$ cat src/panel_consts.svh
`ifndef PANEL_CONSTS_SVH
`define PANEL_CONSTS_SVH
// Summary of operation
// - outdoor sounder isolate key toggles its isolation at level 2; LED shows either source.
// - evacuation isolate key toggles its isolation at level 2; LED shows either source.
// - previous key steps screen back, or lowers address in setup; levels 1 and 2.
// - next key steps screen forward, or raises address in setup; levels 1 and 2.
// - alarm LED flashes while unacknowledged, steady until reset clears, then off.
// - acknowledge key acknowledges the shown sensor or zone; levels 1 and 2.
// - holding acknowledge 3 s starts lamp test: all lamps, segments, brief buzzer.
// - fault LED lit while any system fault is present.
// - reset key clears the shown acknowledged alarm; level 2 only.
// - isolate key toggles shown sensor or zone at level 2; LED shows device isolation only.
// - keyswitch off gives level 1 (ack, prev, next); on gives level 2 (all).
// - buzzer sounds on alarm or fault; silenced by local or panel acknowledge.
// - only device alarm, fault and isolate events get event screens.
// - unreported event type present shows the abnormal, see-panel information screen.
// - alarm screen fields: 33-char device, 6-char type, sequence; faults omit time.
// - panel silence longer than 15 s selects the no-communication screen.
// - pre-alarm screen: location, 15-char descriptor, sequence count.
// - default screen only without device events; shows highest system status.
// - setup adjusts address 1 to 30; power-on 255 is invalid.
// - in setup, silence key lowers contrast and reset key raises it.
// - valid address after power-up enters normal; fault returns once clear; power LED.
// - hardware, display or link failure enters fault; normal LED off.
// - setup button held 3 s toggles setup with double beep; 75 s timeout.
// - link activity LED flashes slowly while panel data arrives.

// register byte offsets
`define A_CTRL      8'h00
`define A_EVENT     8'h04
`define A_CMD       8'h08
`define A_STATUS    8'h0c
`define A_LINK      8'h10
`define A_FORMAT    8'h14
`define CTRL_RST    32'h0000_0007
// control bits
`define CT_REP_ALM  0
`define CT_REP_FLT  1
`define CT_REP_ISO  2
`define CT_HW_FAIL  3
`define CT_LCD_FAIL 4
`define CT_INIT     5
// event bits, count in [23:16]
`define EV_ALARM    0
`define EV_UNACK    1
`define EV_PRE      2
`define EV_DFLT     3
`define EV_SFLT     4
`define EV_DISO     5
`define EV_OUT_ISO  6
`define EV_EVAC_ISO 7
`define EV_PACK     8
// command flags, index in [15:8]
`define CM_ACK      0
`define CM_RESET    1
`define CM_ISO      2
`define CM_OUT      3
`define CM_EVAC     4
`define CM_SILENCE  5
// key indices
`define K_OUT   0
`define K_EVAC  1
`define K_PREV  2
`define K_NEXT  3
`define K_ACK   4
`define K_RST   5
`define K_ISO   6
`define K_SIL   7
`define K_SETUP 8
`define K_SW    9
`define NKEYS   10
// address, contrast, descriptor limits
`define ADDR_INV  8'hff
`define ADDR_MIN  8'h01
`define ADDR_MAX  8'h1e
`define CONTR_RST 4'h8
`define DEV_DESC  8'h21
`define TYPE_DESC 8'h06
`define PRE_DESC  8'h0f
// timing
`define CW          40
`define CLK_KHZ     200000
`define HOLD_MS     3000
`define COMM_MS     15000
`define SETUP_MS    75000
`define DEBOUNCE_MS 10
`define FLASH_MS    500
`define LAMP_MS     2000
`define BEEP_MS     100
`define ACT_MS      1000
`define MS2CYC(ms) (40'(ms) * 40'(`CLK_KHZ))
`endif

$ cat src/panel_pkg.sv
package panel_pkg;
  typedef enum logic [1:0] {
    ST_POWERUP = 2'b00,
    ST_NORMAL  = 2'b01,
    ST_FAULT   = 2'b10
  } op_state_t;

  typedef enum logic [3:0] {
    SCR_POWERUP  = 4'h0,
    SCR_SETUP    = 4'h1,
    SCR_NOCOMM   = 4'h2,
    SCR_FAULT    = 4'h3,
    SCR_ALARM    = 4'h4,
    SCR_PREALARM = 4'h5,
    SCR_DFAULT   = 4'h6,
    SCR_DISO     = 4'h7,
    SCR_INFO     = 4'h8,
    SCR_DEFAULT  = 4'h9
  } screen_t;

  typedef enum logic [2:0] {
    SYS_ALARM    = 3'h0,
    SYS_PREALARM = 3'h1,
    SYS_FAULT    = 3'h2,
    SYS_ISOLATE  = 3'h3,
    SYS_NORMAL   = 3'h4
  } sys_status_t;
endpackage : panel_pkg

$ cat src/key_debounce.sv
`timescale 1ns/1ps
`include "panel_consts.svh"
module key_debounce
  import panel_pkg::*;
#(
  parameter int          N   = `NKEYS,
  parameter logic [`CW-1:0] CYC = `MS2CYC(`DEBOUNCE_MS)
)(
  input  wire logic         clk,
  input  wire logic         reset,
  input  wire logic [N-1:0] raw,
  output logic      [N-1:0] level,
  output logic      [N-1:0] rise
);
  genvar i;
  generate
    for (i = 0; i < N; i++)
    begin : g_key
      logic           s1_reg, s2_reg, st_reg, st_d_reg;
      logic [`CW-1:0] cnt_reg;
      // two-stage synchroniser, first stage read only by the second
      always_ff @(posedge clk)
      begin
        s1_reg <= reset ? 1'b0 : raw[i];
        s2_reg <= reset ? 1'b0 : s1_reg;
      end
      // accept a new level only after it held steady the whole window
      always_ff @(posedge clk)
      begin
        if (reset)
        begin
          cnt_reg  <= '0;
          st_reg   <= 1'b0;
          st_d_reg <= 1'b0;
        end
        else
        begin
          st_d_reg <= st_reg;
          if (s2_reg == st_reg)
            cnt_reg <= '0;
          else if (cnt_reg >= CYC - 40'h1)
          begin
            cnt_reg <= '0;
            st_reg  <= s2_reg;
          end
          else
            cnt_reg <= cnt_reg + 40'h1;
        end
      end
      assign level[i] = st_reg;
      assign rise[i]  = st_reg & ~st_d_reg;
    end
  endgenerate
endmodule : key_debounce

$ cat src/hold_timer.sv
`timescale 1ns/1ps
`include "panel_consts.svh"
module hold_timer
  import panel_pkg::*;
#(
  parameter logic [`CW-1:0] CYC = `MS2CYC(`HOLD_MS)
)(
  input  wire logic clk,
  input  wire logic reset,
  input  wire logic held,
  output logic      fire
);
  logic [`CW-1:0] cnt_reg;
  logic           done_reg;
  // one pulse per hold; count freezes until release
  always_ff @(posedge clk)
  begin
    if (reset || !held)
    begin
      cnt_reg  <= '0;
      done_reg <= 1'b0;
    end
    else if (!done_reg)
    begin
      if (cnt_reg >= CYC - 40'h1)
        done_reg <= 1'b1;
      else
        cnt_reg <= cnt_reg + 40'h1;
    end
  end
  assign fire = held & ~done_reg & (cnt_reg >= CYC - 40'h1);
endmodule : hold_timer

$ cat src/remote_panel_frontend.sv
// Implementation choices: register access over APB and the register addresses.
`timescale 1ns/1ps
`include "panel_consts.svh"
module remote_panel_frontend
  import panel_pkg::*;
#(
  parameter logic [`CW-1:0] HOLD_CYC     = `MS2CYC(`HOLD_MS),
  parameter logic [`CW-1:0] COMM_CYC     = `MS2CYC(`COMM_MS),
  parameter logic [`CW-1:0] SETUP_CYC    = `MS2CYC(`SETUP_MS),
  parameter logic [`CW-1:0] DEBOUNCE_CYC = `MS2CYC(`DEBOUNCE_MS),
  parameter logic [`CW-1:0] FLASH_CYC    = `MS2CYC(`FLASH_MS),
  parameter logic [`CW-1:0] LAMP_CYC     = `MS2CYC(`LAMP_MS),
  parameter logic [`CW-1:0] BEEP_CYC     = `MS2CYC(`BEEP_MS),
  parameter logic [`CW-1:0] ACT_CYC      = `MS2CYC(`ACT_MS)
)(
  input  wire logic        CLK,
  input  wire logic        RESET,
  input  wire logic        PSEL,
  input  wire logic        PENABLE,
  input  wire logic        PWRITE,
  input  wire logic [7:0]  PADDR,
  input  wire logic [31:0] PWDATA,
  output logic      [31:0] PRDATA,
  output logic             PREADY,
  output logic             PSLVERR,
  input  wire logic        KEY_OUTDOOR_ISO,
  input  wire logic        KEY_EVAC_ISO,
  input  wire logic        KEY_PREV,
  input  wire logic        KEY_NEXT,
  input  wire logic        KEY_ACK,
  input  wire logic        KEY_RESET,
  input  wire logic        KEY_ISOLATE,
  input  wire logic        KEY_SILENCE,
  input  wire logic        KEY_SETUP,
  input  wire logic        KEYSWITCH,
  output logic             LED_ALARM,
  output logic             LED_FAULT,
  output logic             LED_ISOLATE,
  output logic             LED_OUTDOOR_ISO,
  output logic             LED_EVAC_ISO,
  output logic             LED_POWER,
  output logic             LED_SETUP,
  output logic             LINK_ACTIVITY_LED,
  output logic             BUZZER,
  output logic             LAMP_TEST,
  output logic [3:0]       SCREEN,
  output logic [2:0]       SYS_STATUS,
  output logic [7:0]       SCREEN_INDEX,
  output logic [7:0]       ADDRESS,
  output logic [3:0]       CONTRAST
);
  logic [`NKEYS-1:0] key_lvl, key_rise, key_raw;
  logic              lvl2, ack_hold, setup_hold;
  logic [31:0]       ctrl_reg, event_reg, cmd_reg;
  logic [31:0]       rdata;
  logic              wr, rd_setup, mapped, panel_ack, frame_rx;
  op_state_t         state_reg, state_next;
  screen_t           screen_reg, screen_next;
  sys_status_t       sys_reg, sys_next;
  logic [7:0]        addr_reg, idx_reg, ev_count;
  logic [3:0]        contr_reg;
  logic              setup_reg, out_iso_reg, evac_iso_reg;
  logic [`CW-1:0]    comm_cnt_reg, setup_cnt_reg, flash_cnt_reg;
  logic [`CW-1:0]    lamp_cnt_reg, beep_cnt_reg;
  logic              flash_reg, buzz_reg, comm_lost, rx_active;
  logic [2:0]        buzz_src, buzz_src_d_reg;
  logic              addr_ok, any_fail;
  logic              k_ack, k_rst, k_iso, k_sil, k_out, k_evac, k_prev, k_next;

  assign key_raw = {KEYSWITCH, KEY_SETUP, KEY_SILENCE, KEY_ISOLATE, KEY_RESET,
                    KEY_ACK, KEY_NEXT, KEY_PREV, KEY_EVAC_ISO, KEY_OUTDOOR_ISO};

  // all pins pass the synchroniser and debouncer together
  key_debounce #(
    .N   (`NKEYS),
    .CYC (DEBOUNCE_CYC)
  ) u_keys (
    .clk   (CLK),
    .reset (RESET),
    .raw   (key_raw),
    .level (key_lvl),
    .rise  (key_rise)
  );

  // long presses: lamp test on acknowledge, setup toggle on config button
  hold_timer #(
    .CYC (HOLD_CYC)
  ) u_ack_hold (
    .clk   (CLK),
    .reset (RESET),
    .held  (key_lvl[`K_ACK]),
    .fire  (ack_hold)
  );

  hold_timer #(
    .CYC (HOLD_CYC)
  ) u_setup_hold (
    .clk   (CLK),
    .reset (RESET),
    .held  (key_lvl[`K_SETUP]),
    .fire  (setup_hold)
  );

  // access level and gated key actions; setup mode steals four keys
  assign lvl2   = key_lvl[`K_SW];
  assign k_ack  = key_rise[`K_ACK] & ~setup_reg;
  assign k_prev = key_rise[`K_PREV];
  assign k_next = key_rise[`K_NEXT];
  assign k_rst  = key_rise[`K_RST] & lvl2 & ~setup_reg;
  assign k_iso  = key_rise[`K_ISO] & lvl2 & ~setup_reg;
  assign k_sil  = key_rise[`K_SIL] & lvl2 & ~setup_reg;
  assign k_out  = key_rise[`K_OUT] & lvl2 & ~setup_reg;
  assign k_evac = key_rise[`K_EVAC] & lvl2 & ~setup_reg;

  // apb decode; zero wait states, data prepared in the setup cycle
  assign wr        = PSEL & PENABLE & PWRITE;
  assign rd_setup  = PSEL & ~PENABLE & ~PWRITE;
  assign mapped    = (PADDR == `A_CTRL) | (PADDR == `A_EVENT) | (PADDR == `A_CMD) |
                     (PADDR == `A_STATUS) | (PADDR == `A_LINK) | (PADDR == `A_FORMAT);
  assign PREADY    = 1'b1;
  assign PSLVERR   = PSEL & PENABLE & ~mapped;
  assign panel_ack = wr & (PADDR == `A_EVENT) & PWDATA[`EV_PACK];
  assign frame_rx  = wr & (PADDR == `A_LINK);
  assign ev_count  = event_reg[23:16];

  // read mux
  always_comb
  begin
    rdata = 32'h0000_0000;
    unique case (PADDR)
      `A_CTRL:   rdata = ctrl_reg;
      `A_EVENT:  rdata = event_reg;
      `A_CMD:    rdata = cmd_reg;
      `A_STATUS: rdata = {4'h0, contr_reg, addr_reg, 2'b00, evac_iso_reg, out_iso_reg,
                          comm_lost, setup_reg, lvl2, sys_reg, screen_reg, state_reg};
      `A_FORMAT: rdata = {8'h00, `PRE_DESC, `TYPE_DESC, `DEV_DESC};
      default:   rdata = 32'h0000_0000;
    endcase
  end

  always_ff @(posedge CLK)
  begin
    if (RESET)
      PRDATA <= 32'h0000_0000;
    else if (rd_setup)
      PRDATA <= rdata;
  end

  // software-owned control and panel event image
  always_ff @(posedge CLK)
  begin
    if (RESET)
    begin
      ctrl_reg  <= `CTRL_RST;
      event_reg <= 32'h0000_0000;
    end
    else
    begin
      if (wr && PADDR == `A_CTRL)
        ctrl_reg <= {26'h0, PWDATA[5:0]};
      if (wr && PADDR == `A_EVENT)
        event_reg <= {8'h00, PWDATA[23:16], 8'h00, PWDATA[7:0]}; // ack bit not kept
    end
  end

  // command flags for the link engine: write 1 to clear, a new key wins
  always_ff @(posedge CLK)
  begin
    if (RESET)
      cmd_reg <= 32'h0000_0000;
    else
    begin
      if (wr && PADDR == `A_CMD)
        cmd_reg[5:0] <= cmd_reg[5:0] & ~PWDATA[5:0];
      if (k_ack)
        cmd_reg[`CM_ACK] <= 1'b1;
      if (k_rst)
        cmd_reg[`CM_RESET] <= 1'b1;
      if (k_iso)
        cmd_reg[`CM_ISO] <= 1'b1;
      if (k_out)
        cmd_reg[`CM_OUT] <= 1'b1;
      if (k_evac)
        cmd_reg[`CM_EVAC] <= 1'b1;
      if (k_sil)
        cmd_reg[`CM_SILENCE] <= 1'b1;
      if (k_ack | k_rst | k_iso)
        cmd_reg[15:8] <= idx_reg;     // names the entry on display
    end
  end

  // local isolation of the two outputs, toggled per press
  always_ff @(posedge CLK)
  begin
    if (RESET)
    begin
      out_iso_reg  <= 1'b0;
      evac_iso_reg <= 1'b0;
    end
    else
    begin
      if (k_out)
        out_iso_reg <= ~out_iso_reg;
      if (k_evac)
        evac_iso_reg <= ~evac_iso_reg;
    end
  end

  // screen entry stepping; wraps inside the count the panel reports
  always_ff @(posedge CLK)
  begin
    if (RESET)
      idx_reg <= 8'h00;
    else if (ev_count == 8'h00 || idx_reg >= ev_count)
      idx_reg <= 8'h00;
    else if (k_prev && !setup_reg)
      idx_reg <= (idx_reg == 8'h00) ? ev_count - 8'h01 : idx_reg - 8'h01;
    else if (k_next && !setup_reg)
      idx_reg <= (idx_reg == ev_count - 8'h01) ? 8'h00 : idx_reg + 8'h01;
  end

  // setup mode entry, exit and idle timeout
  always_ff @(posedge CLK)
  begin
    if (RESET)
    begin
      setup_reg     <= 1'b0;
      setup_cnt_reg <= '0;
    end
    else if (setup_hold)
    begin
      setup_reg     <= ~setup_reg;
      setup_cnt_reg <= '0;
    end
    else if (setup_reg)
    begin
      if (|key_rise[`K_SIL:`K_PREV])
        setup_cnt_reg <= '0;       // activity restarts the timeout
      else if (setup_cnt_reg >= SETUP_CYC - 40'h1)
        setup_reg <= 1'b0;
      else
        setup_cnt_reg <= setup_cnt_reg + 40'h1;
    end
  end

  // address and contrast adjustment in setup
  always_ff @(posedge CLK)
  begin
    if (RESET)
    begin
      addr_reg  <= `ADDR_INV;
      contr_reg <= `CONTR_RST;
    end
    else if (setup_reg)
    begin
      if (key_rise[`K_NEXT])
        addr_reg <= (addr_reg > `ADDR_MAX || addr_reg < `ADDR_MIN) ? `ADDR_MIN :
                    (addr_reg == `ADDR_MAX) ? `ADDR_MAX : addr_reg + 8'h01;
      else if (key_rise[`K_PREV])
        addr_reg <= (addr_reg > `ADDR_MAX || addr_reg < `ADDR_MIN) ? `ADDR_MAX :
                    (addr_reg == `ADDR_MIN) ? `ADDR_MIN : addr_reg - 8'h01;
      if (key_rise[`K_SIL] && contr_reg != 4'h0)
        contr_reg <= contr_reg - 4'h1;
      else if (key_rise[`K_RST] && contr_reg != 4'hf)
        contr_reg <= contr_reg + 4'h1;
    end
  end

  // link watchdog: a frame restarts it, saturates at the limit
  always_ff @(posedge CLK)
  begin
    if (RESET)
      comm_cnt_reg <= '0;
    else if (frame_rx)
      comm_cnt_reg <= '0;
    else if (comm_cnt_reg < COMM_CYC)
      comm_cnt_reg <= comm_cnt_reg + 40'h1;
  end
  assign comm_lost = (comm_cnt_reg >= COMM_CYC);
  assign rx_active = (comm_cnt_reg < ACT_CYC);

  // shared slow flash phase for alarm, setup and link lamps
  always_ff @(posedge CLK)
  begin
    if (RESET)
    begin
      flash_cnt_reg <= '0;
      flash_reg     <= 1'b0;
    end
    else if (flash_cnt_reg >= FLASH_CYC - 40'h1)
    begin
      flash_cnt_reg <= '0;
      flash_reg     <= ~flash_reg;
    end
    else
      flash_cnt_reg <= flash_cnt_reg + 40'h1;
  end

  // operating state
  assign addr_ok  = (addr_reg >= `ADDR_MIN) && (addr_reg <= `ADDR_MAX);
  assign any_fail = ctrl_reg[`CT_HW_FAIL] | ctrl_reg[`CT_LCD_FAIL] | comm_lost;
  always_comb
  begin
    state_next = state_reg;
    unique case (state_reg)
      ST_POWERUP: if (ctrl_reg[`CT_INIT] && addr_ok)
                    state_next = any_fail ? ST_FAULT : ST_NORMAL;
      ST_NORMAL:  if (any_fail)
                    state_next = ST_FAULT;
      ST_FAULT:   if (!any_fail && addr_ok)
                    state_next = ST_NORMAL;
      default:    state_next = ST_POWERUP;
    endcase
  end

  always_ff @(posedge CLK)
  begin
    if (RESET)
      state_reg <= ST_POWERUP;
    else
      state_reg <= state_next;
  end

  // screen selection: device events only, unreported types fall to info
  always_comb
  begin
    if (state_reg == ST_POWERUP)
      screen_next = SCR_POWERUP;
    else if (setup_reg)
      screen_next = SCR_SETUP;
    else if (comm_lost)
      screen_next = SCR_NOCOMM;
    else if (state_reg == ST_FAULT)
      screen_next = SCR_FAULT;
    else if (event_reg[`EV_ALARM])
      screen_next = ctrl_reg[`CT_REP_ALM] ? SCR_ALARM : SCR_INFO;
    else if (event_reg[`EV_PRE])
      screen_next = ctrl_reg[`CT_REP_ALM] ? SCR_PREALARM : SCR_INFO;
    else if (event_reg[`EV_DFLT])
      screen_next = ctrl_reg[`CT_REP_FLT] ? SCR_DFAULT : SCR_INFO;
    else if (event_reg[`EV_DISO])
      screen_next = ctrl_reg[`CT_REP_ISO] ? SCR_DISO : SCR_INFO;
    else
      screen_next = SCR_DEFAULT;
  end

  // default-screen status, highest first
  always_comb
  begin
    if (event_reg[`EV_ALARM])
      sys_next = SYS_ALARM;
    else if (event_reg[`EV_PRE])
      sys_next = SYS_PREALARM;
    else if (event_reg[`EV_DFLT] | event_reg[`EV_SFLT])
      sys_next = SYS_FAULT;
    else if (event_reg[`EV_DISO] | LED_OUTDOOR_ISO | LED_EVAC_ISO)
      sys_next = SYS_ISOLATE;
    else
      sys_next = SYS_NORMAL;
  end

  always_ff @(posedge CLK)
  begin
    if (RESET)
    begin
      screen_reg <= SCR_POWERUP;
      sys_reg    <= SYS_NORMAL;
    end
    else
    begin
      screen_reg <= screen_next;
      sys_reg    <= sys_next;
    end
  end

  // lamp test and beep timers; double beep is on-off-on of one counter
  always_ff @(posedge CLK)
  begin
    if (RESET)
    begin
      lamp_cnt_reg <= '0;
      beep_cnt_reg <= '0;
    end
    else
    begin
      if (ack_hold && !setup_reg)
        lamp_cnt_reg <= LAMP_CYC;
      else if (lamp_cnt_reg != '0)
        lamp_cnt_reg <= lamp_cnt_reg - 40'h1;
      if (setup_hold)
        beep_cnt_reg <= 40'(BEEP_CYC * 40'h3);
      else if (ack_hold && !setup_reg)
        beep_cnt_reg <= BEEP_CYC;
      else if (beep_cnt_reg != '0)
        beep_cnt_reg <= beep_cnt_reg - 40'h1;
    end
  end

  // buzzer: new alarm or fault sets, any acknowledge silences, set wins
  assign buzz_src = {event_reg[`EV_ALARM], event_reg[`EV_DFLT], event_reg[`EV_SFLT]};
  always_ff @(posedge CLK)
  begin
    if (RESET)
    begin
      buzz_reg       <= 1'b0;
      buzz_src_d_reg <= 3'h0;
    end
    else
    begin
      buzz_src_d_reg <= buzz_src;
      if (|(buzz_src & ~buzz_src_d_reg))
        buzz_reg <= 1'b1;
      else if (k_ack || panel_ack)
        buzz_reg <= 1'b0;
    end
  end

  // lamp drivers, all forced on during lamp test
  always_ff @(posedge CLK)
  begin
    if (RESET)
    begin
      LED_ALARM         <= 1'b0;
      LED_FAULT         <= 1'b0;
      LED_ISOLATE       <= 1'b0;
      LED_OUTDOOR_ISO   <= 1'b0;
      LED_EVAC_ISO      <= 1'b0;
      LED_POWER         <= 1'b0;
      LED_SETUP         <= 1'b0;
      LINK_ACTIVITY_LED <= 1'b0;
      BUZZER            <= 1'b0;
      LAMP_TEST         <= 1'b0;
    end
    else
    begin
      LAMP_TEST       <= (lamp_cnt_reg != '0);
      LED_ALARM       <= (lamp_cnt_reg != '0) | (event_reg[`EV_ALARM] &
                         (~event_reg[`EV_UNACK] | flash_reg));
      LED_FAULT       <= (lamp_cnt_reg != '0) | event_reg[`EV_DFLT] |
                         event_reg[`EV_SFLT];
      LED_ISOLATE     <= (lamp_cnt_reg != '0) | event_reg[`EV_DISO];
      LED_OUTDOOR_ISO <= (lamp_cnt_reg != '0) | out_iso_reg |
                         event_reg[`EV_OUT_ISO];
      LED_EVAC_ISO    <= (lamp_cnt_reg != '0) | evac_iso_reg |
                         event_reg[`EV_EVAC_ISO];
      LED_POWER       <= (lamp_cnt_reg != '0) | (state_reg == ST_NORMAL);
      LED_SETUP       <= (lamp_cnt_reg != '0) | (setup_reg & flash_reg);
      LINK_ACTIVITY_LED <= (lamp_cnt_reg != '0) | (rx_active & flash_reg);
      BUZZER          <= buzz_reg | (beep_cnt_reg > 40'(BEEP_CYC * 40'h2)) |
                         (beep_cnt_reg != '0 && beep_cnt_reg <= BEEP_CYC);
    end
  end

  // display-facing data
  always_ff @(posedge CLK)
  begin
    if (RESET)
    begin
      SCREEN       <= 4'h0;
      SYS_STATUS   <= 3'h4;
      SCREEN_INDEX <= 8'h00;
      ADDRESS      <= 8'hff;
      CONTRAST     <= 4'h8;
    end
    else
    begin
      SCREEN       <= screen_reg;
      SYS_STATUS   <= sys_reg;
      SCREEN_INDEX <= idx_reg;
      ADDRESS      <= addr_reg;
      CONTRAST     <= contr_reg;
    end
  end
endmodule : remote_panel_frontend

$ cat config.mk
export PLATFORM = sky130hd
export DESIGN_NAME = remote_panel_frontend
export DESIGN_NICKNAME = d
export VERILOG_FILES = /design/src/panel_pkg.sv /design/src/key_debounce.sv /design/src/hold_timer.sv /design/src/remote_panel_frontend.sv
export VERILOG_INCLUDE_DIRS = /design/src /design/src/src
export SDC_FILE = /design/constraint.sdc
export NUM_CORES = 2
export LEC_CHECK = 0
export ABC_AREA = 1
export ABC_CLOCK_PERIOD_IN_PS = 2250
export BUFFER_PORTS_ARGS = -buffer_cell sky130_fd_sc_hd__buf_4
export CAP_MARGIN = 20
export CORE_ASPECT_RATIO = 1.5
export CORE_UTILIZATION = 54
export CTS_CLUSTER_SIZE = 8
export DETAILED_ROUTE_END_ITERATION = 10
export PLACE_DENSITY = 0.68
export SLEW_MARGIN = 0
export SYNTH_ARGS = -nofsm -noshare
export SYNTH_HDL_FRONTEND = slang
export SYNTH_SLANG_ARGS = --single-unit
$ cat constraint.sdc
create_clock -name CLK -period 2.25 [get_ports CLK]
set_input_delay 0.225 -clock CLK [delete_from_list [all_inputs] [get_ports CLK]]
set_output_delay 0.225 -clock CLK [all_outputs]
set_load 0.01 [all_outputs]
==> results.json <==
{
  "status": "complete, no violations",
  "finalNonFillerCells": 6780,
  "fmax_mhz": 486,
  "tns_ns": 0,
  "critPathLaunchType": "register",
  "root_buffer": "clkbuf_16",
  "overflow": 0,
  "clock_path_buffers": 3,
  "seq_area_frac_synth_pct": 44.1,
  "place_area_mm2": 0.0420,
  "crit_fanout": 8,
  "rows": 120,
  "final.min_clock_period_ns": 2.06,
  "period_share_pct": 91.5,
  "largest_reg_flops": 400,
  "die_h_um": 331,
  "drtIter0Drc": 1876,
  "synth_seq_cells": 858,
  "area_growth_pct": 16.2,
  "dp_hpwl_um": 70700,
  "routed_wl_um": 95700,
  "ir_drop_uv": 831,
  "worstSetupPathType": "register to register",
  "post_drt_wl_per_cell_um": 14.1,
  "floorplan.die_area_mm2": 0.0733,
  "hold_slack_ns": 0.0376,
  "syn_area_mm2": 0.0390,
  "hold_path_depth": 4,
  "initial_utilization_pct": 54.5,
  "num_io_pins": 126,
  "nFillCells": 6638,
  "end_kind": "register",
  "worstPathCellList": "inv_1 > ha_1 > nand2_2 > nor2_4 > nand3_1 > nor2_1 > nand2_1 > nand2_1 > o21ai_0",
  "drive_above_1_share_pct": 8.59,
  "crit_arrival_ns": 2.61,
  "dr.pass1.iters": 6,
  "fp.dieW_um": 221,
  "tightest_slew_ns": 0.590,
  "cpMaxStageDelayCell": "dfxtp_1",
  "cts_tree": "built",
  "max_slew_margin_pct": 60.7,
  "slew_viol_final": 0,
  "drc": 0,
  "path_clk_slew_ns": 0.05,
  "critPathTopFamily": "simple AND/OR/NAND/NOR gates",
  "routed_via_density": 5.10,
  "finClkSkew_ns": 0.0205,
  "htreeDepth": 3,
  "grt_pass1_wl_um": 157000,
  "port_buffers": 105,
  "hold_violations": 0,
  "finalCoreUtilization_pct": 63.4,
  "grt_usage_pct": 26.0,
  "max_cap_viol_count": 0,
  "cp.required_ns": 2.80,
  "core_area_mm2": 0.0715,
  "place.gp.congestion": 0.964,
  "max_stage_delay_ns": 0.34,
  "hold_class": "input pin to register",
  "netlist-cell-type-count": 63,
  "yosys.area.top_type": "dfxtp_1",
  "synthDominantCellAreaShare_pct": 44.1,
  "vias": 34552,
  "cts.sinks": 858,
  "design_area_mm2": 0.0453,
  "grt_pass1_vias": 33042,
  "cts_setup_buffers": 0,
  "cts_buffers": 117,
  "placed_cells": 6627,
  "power_leakage_nw": 18.2,
  "crit_top_cell": "nand2_1",
  "p_per_area_mw_per_mm2": 917,
  "synth_area_leaders": "dfxtp_1 44%, nand2_1 12%, nor2_1 9.8%",
  "synthesis.instances": 5430,
  "synth_warnings": 0,
  "worst-path-buf-inv": 1,
  "ant_nets": 0,
  "rsz0062_at_grt": "no",
  "clk_latency_ns": 0.68,
  "avgSynthCellArea_um2": 7.18,
  "cp.depth": 9,
  "layout.nets": 5951,
  "diodes": 0,
  "reg2reg_depth": 9,
  "grt_antenna_before_repair": 2,
  "setup_violations": 0,
  "grt_max_degree": 73
}
[per-layer routing]
| layer | wire length, µm | GRT usage, % | vias up |
|---|---|---|---|
| li1 | - | - | 17897 |
| met4 | 4070 | 13.1 | 0 |
| met1 | 39900 | 29.8 | 15668 |
| met3 | 4310 | 3.38 | 232 |
| met2 | 47400 | 47.6 | 755 |
| met5 | 0 | 0 | - |
[where the power goes]
part	internal, mW	leakage (nW)	switching, mW
Combinational	3.36	9.72	6.09
Sequential	16.1	7.01	0.744
Clock	9.07	1.49	6.16
[cell type report]
cell class	instances	area, µm²	area share, %
clock buffer	118	2930	6.47
clock inverter	7	111	0.246
inverter	575	2160	4.77
multi-input combinational	4052	19600	43.3
sequential	858	17200	37.9
tap	915	1140	2.53
timing repair buffer	255	2160	4.77
[stage by stage]
stage          power [mW]  setup slack (ns)
6_report             41.6             0.192
2_1_floorplan        24.0             0.344
3_3_place_gp         26.4             0.202
3_5_place_dp         26.4             0.171
4_1_cts              41.9             0.156
5_1_grt              43.9            0.0115
[Yosys cell counts, drive strengths merged]
cell type     n
nand4       187
a21boi        3
fa            1
o21a          1
dfxtp       858
buf          96
clkinv        4
nor2       1061
o31ai         4
conb          2
and3          7
a211oi        3
a31oi         6
a21oi       297
xor2        217
o21ai       129
a22oi         1
nand2      1229
ha           36
nor3        166
xnor2        83
nor4         26
nand3       272
o211ai       20
o2111ai       1
nor2b         1
nand3b       27
clkbuf       55
o21bai        8
a31o          1
or2          21
inv         571
nor3b        12
and2          2
or4           1
a21o          2
or3           3
o22ai        16
[layout by cell type, fill, tap and decap left out, types with 25 or more instances in the layout]
cell / count
inv_1: 557
o21ai_0: 125
dfxtp_1: 858
dlygate4sd3_1: 28
nor4_1: 25
a21oi_1: 276
clkbuf_16: 117
xor2_1: 217
nor2_2: 38
nand2_1: 1212
nand3_1: 249
nor3_1: 158
nand4_1: 187
nor2_1: 1019
xnor2_1: 83
nand3b_1: 25
ha_1: 36
conb_1: 208
buf_4: 213
[final timing paths]
check             slack [ns]                     end              startpoint
setup / recovery        0.19             LED_ISOLATE         lamp_cnt_reg[0]
hold / removal          0.04               PRDATA[0]                PADDR[4]
hold reg to reg         0.40  u_keys.g_key[5].s2_reg  u_keys.g_key[5].s1_reg
setup reg to reg        0.19             LED_ISOLATE         lamp_cnt_reg[0]
[cell families (layout without fill, tap and decap cells)]
| family | count (synthesis) | after routing | share of synthesized area, % |
|---|---|---|---|
| buffers and inverters | 726 | 955 | 7.62 |
| flip-flops | 858 | 858 | 44.1 |
| XOR/XNOR | 300 | 300 | 6.74 |
| other | 2 | 208 | 0.0193 |
| adder cells (fa/ha/maj) | 37 | 37 | 1.21 |
| AO/OA/AOI/OAI | 492 | 492 | 6.90 |
| AND/OR/NAND/NOR | 3015 | 3015 | 33.4 |
[tightest hold or removal path: stages]
cell,delay (ns)
buf_4,0.08
nor2_1,0.08
a31oi_1,0.18
a31oi_1,0.09
[what timing repair did]
action,in CTS,in global routing
resized for setup,0,1
setup endpoints to repair,0,1
endpoints found under the hold margin,41,0
hold buffers,28,0
No activity file was read; power rests on OpenSTA's default activity.
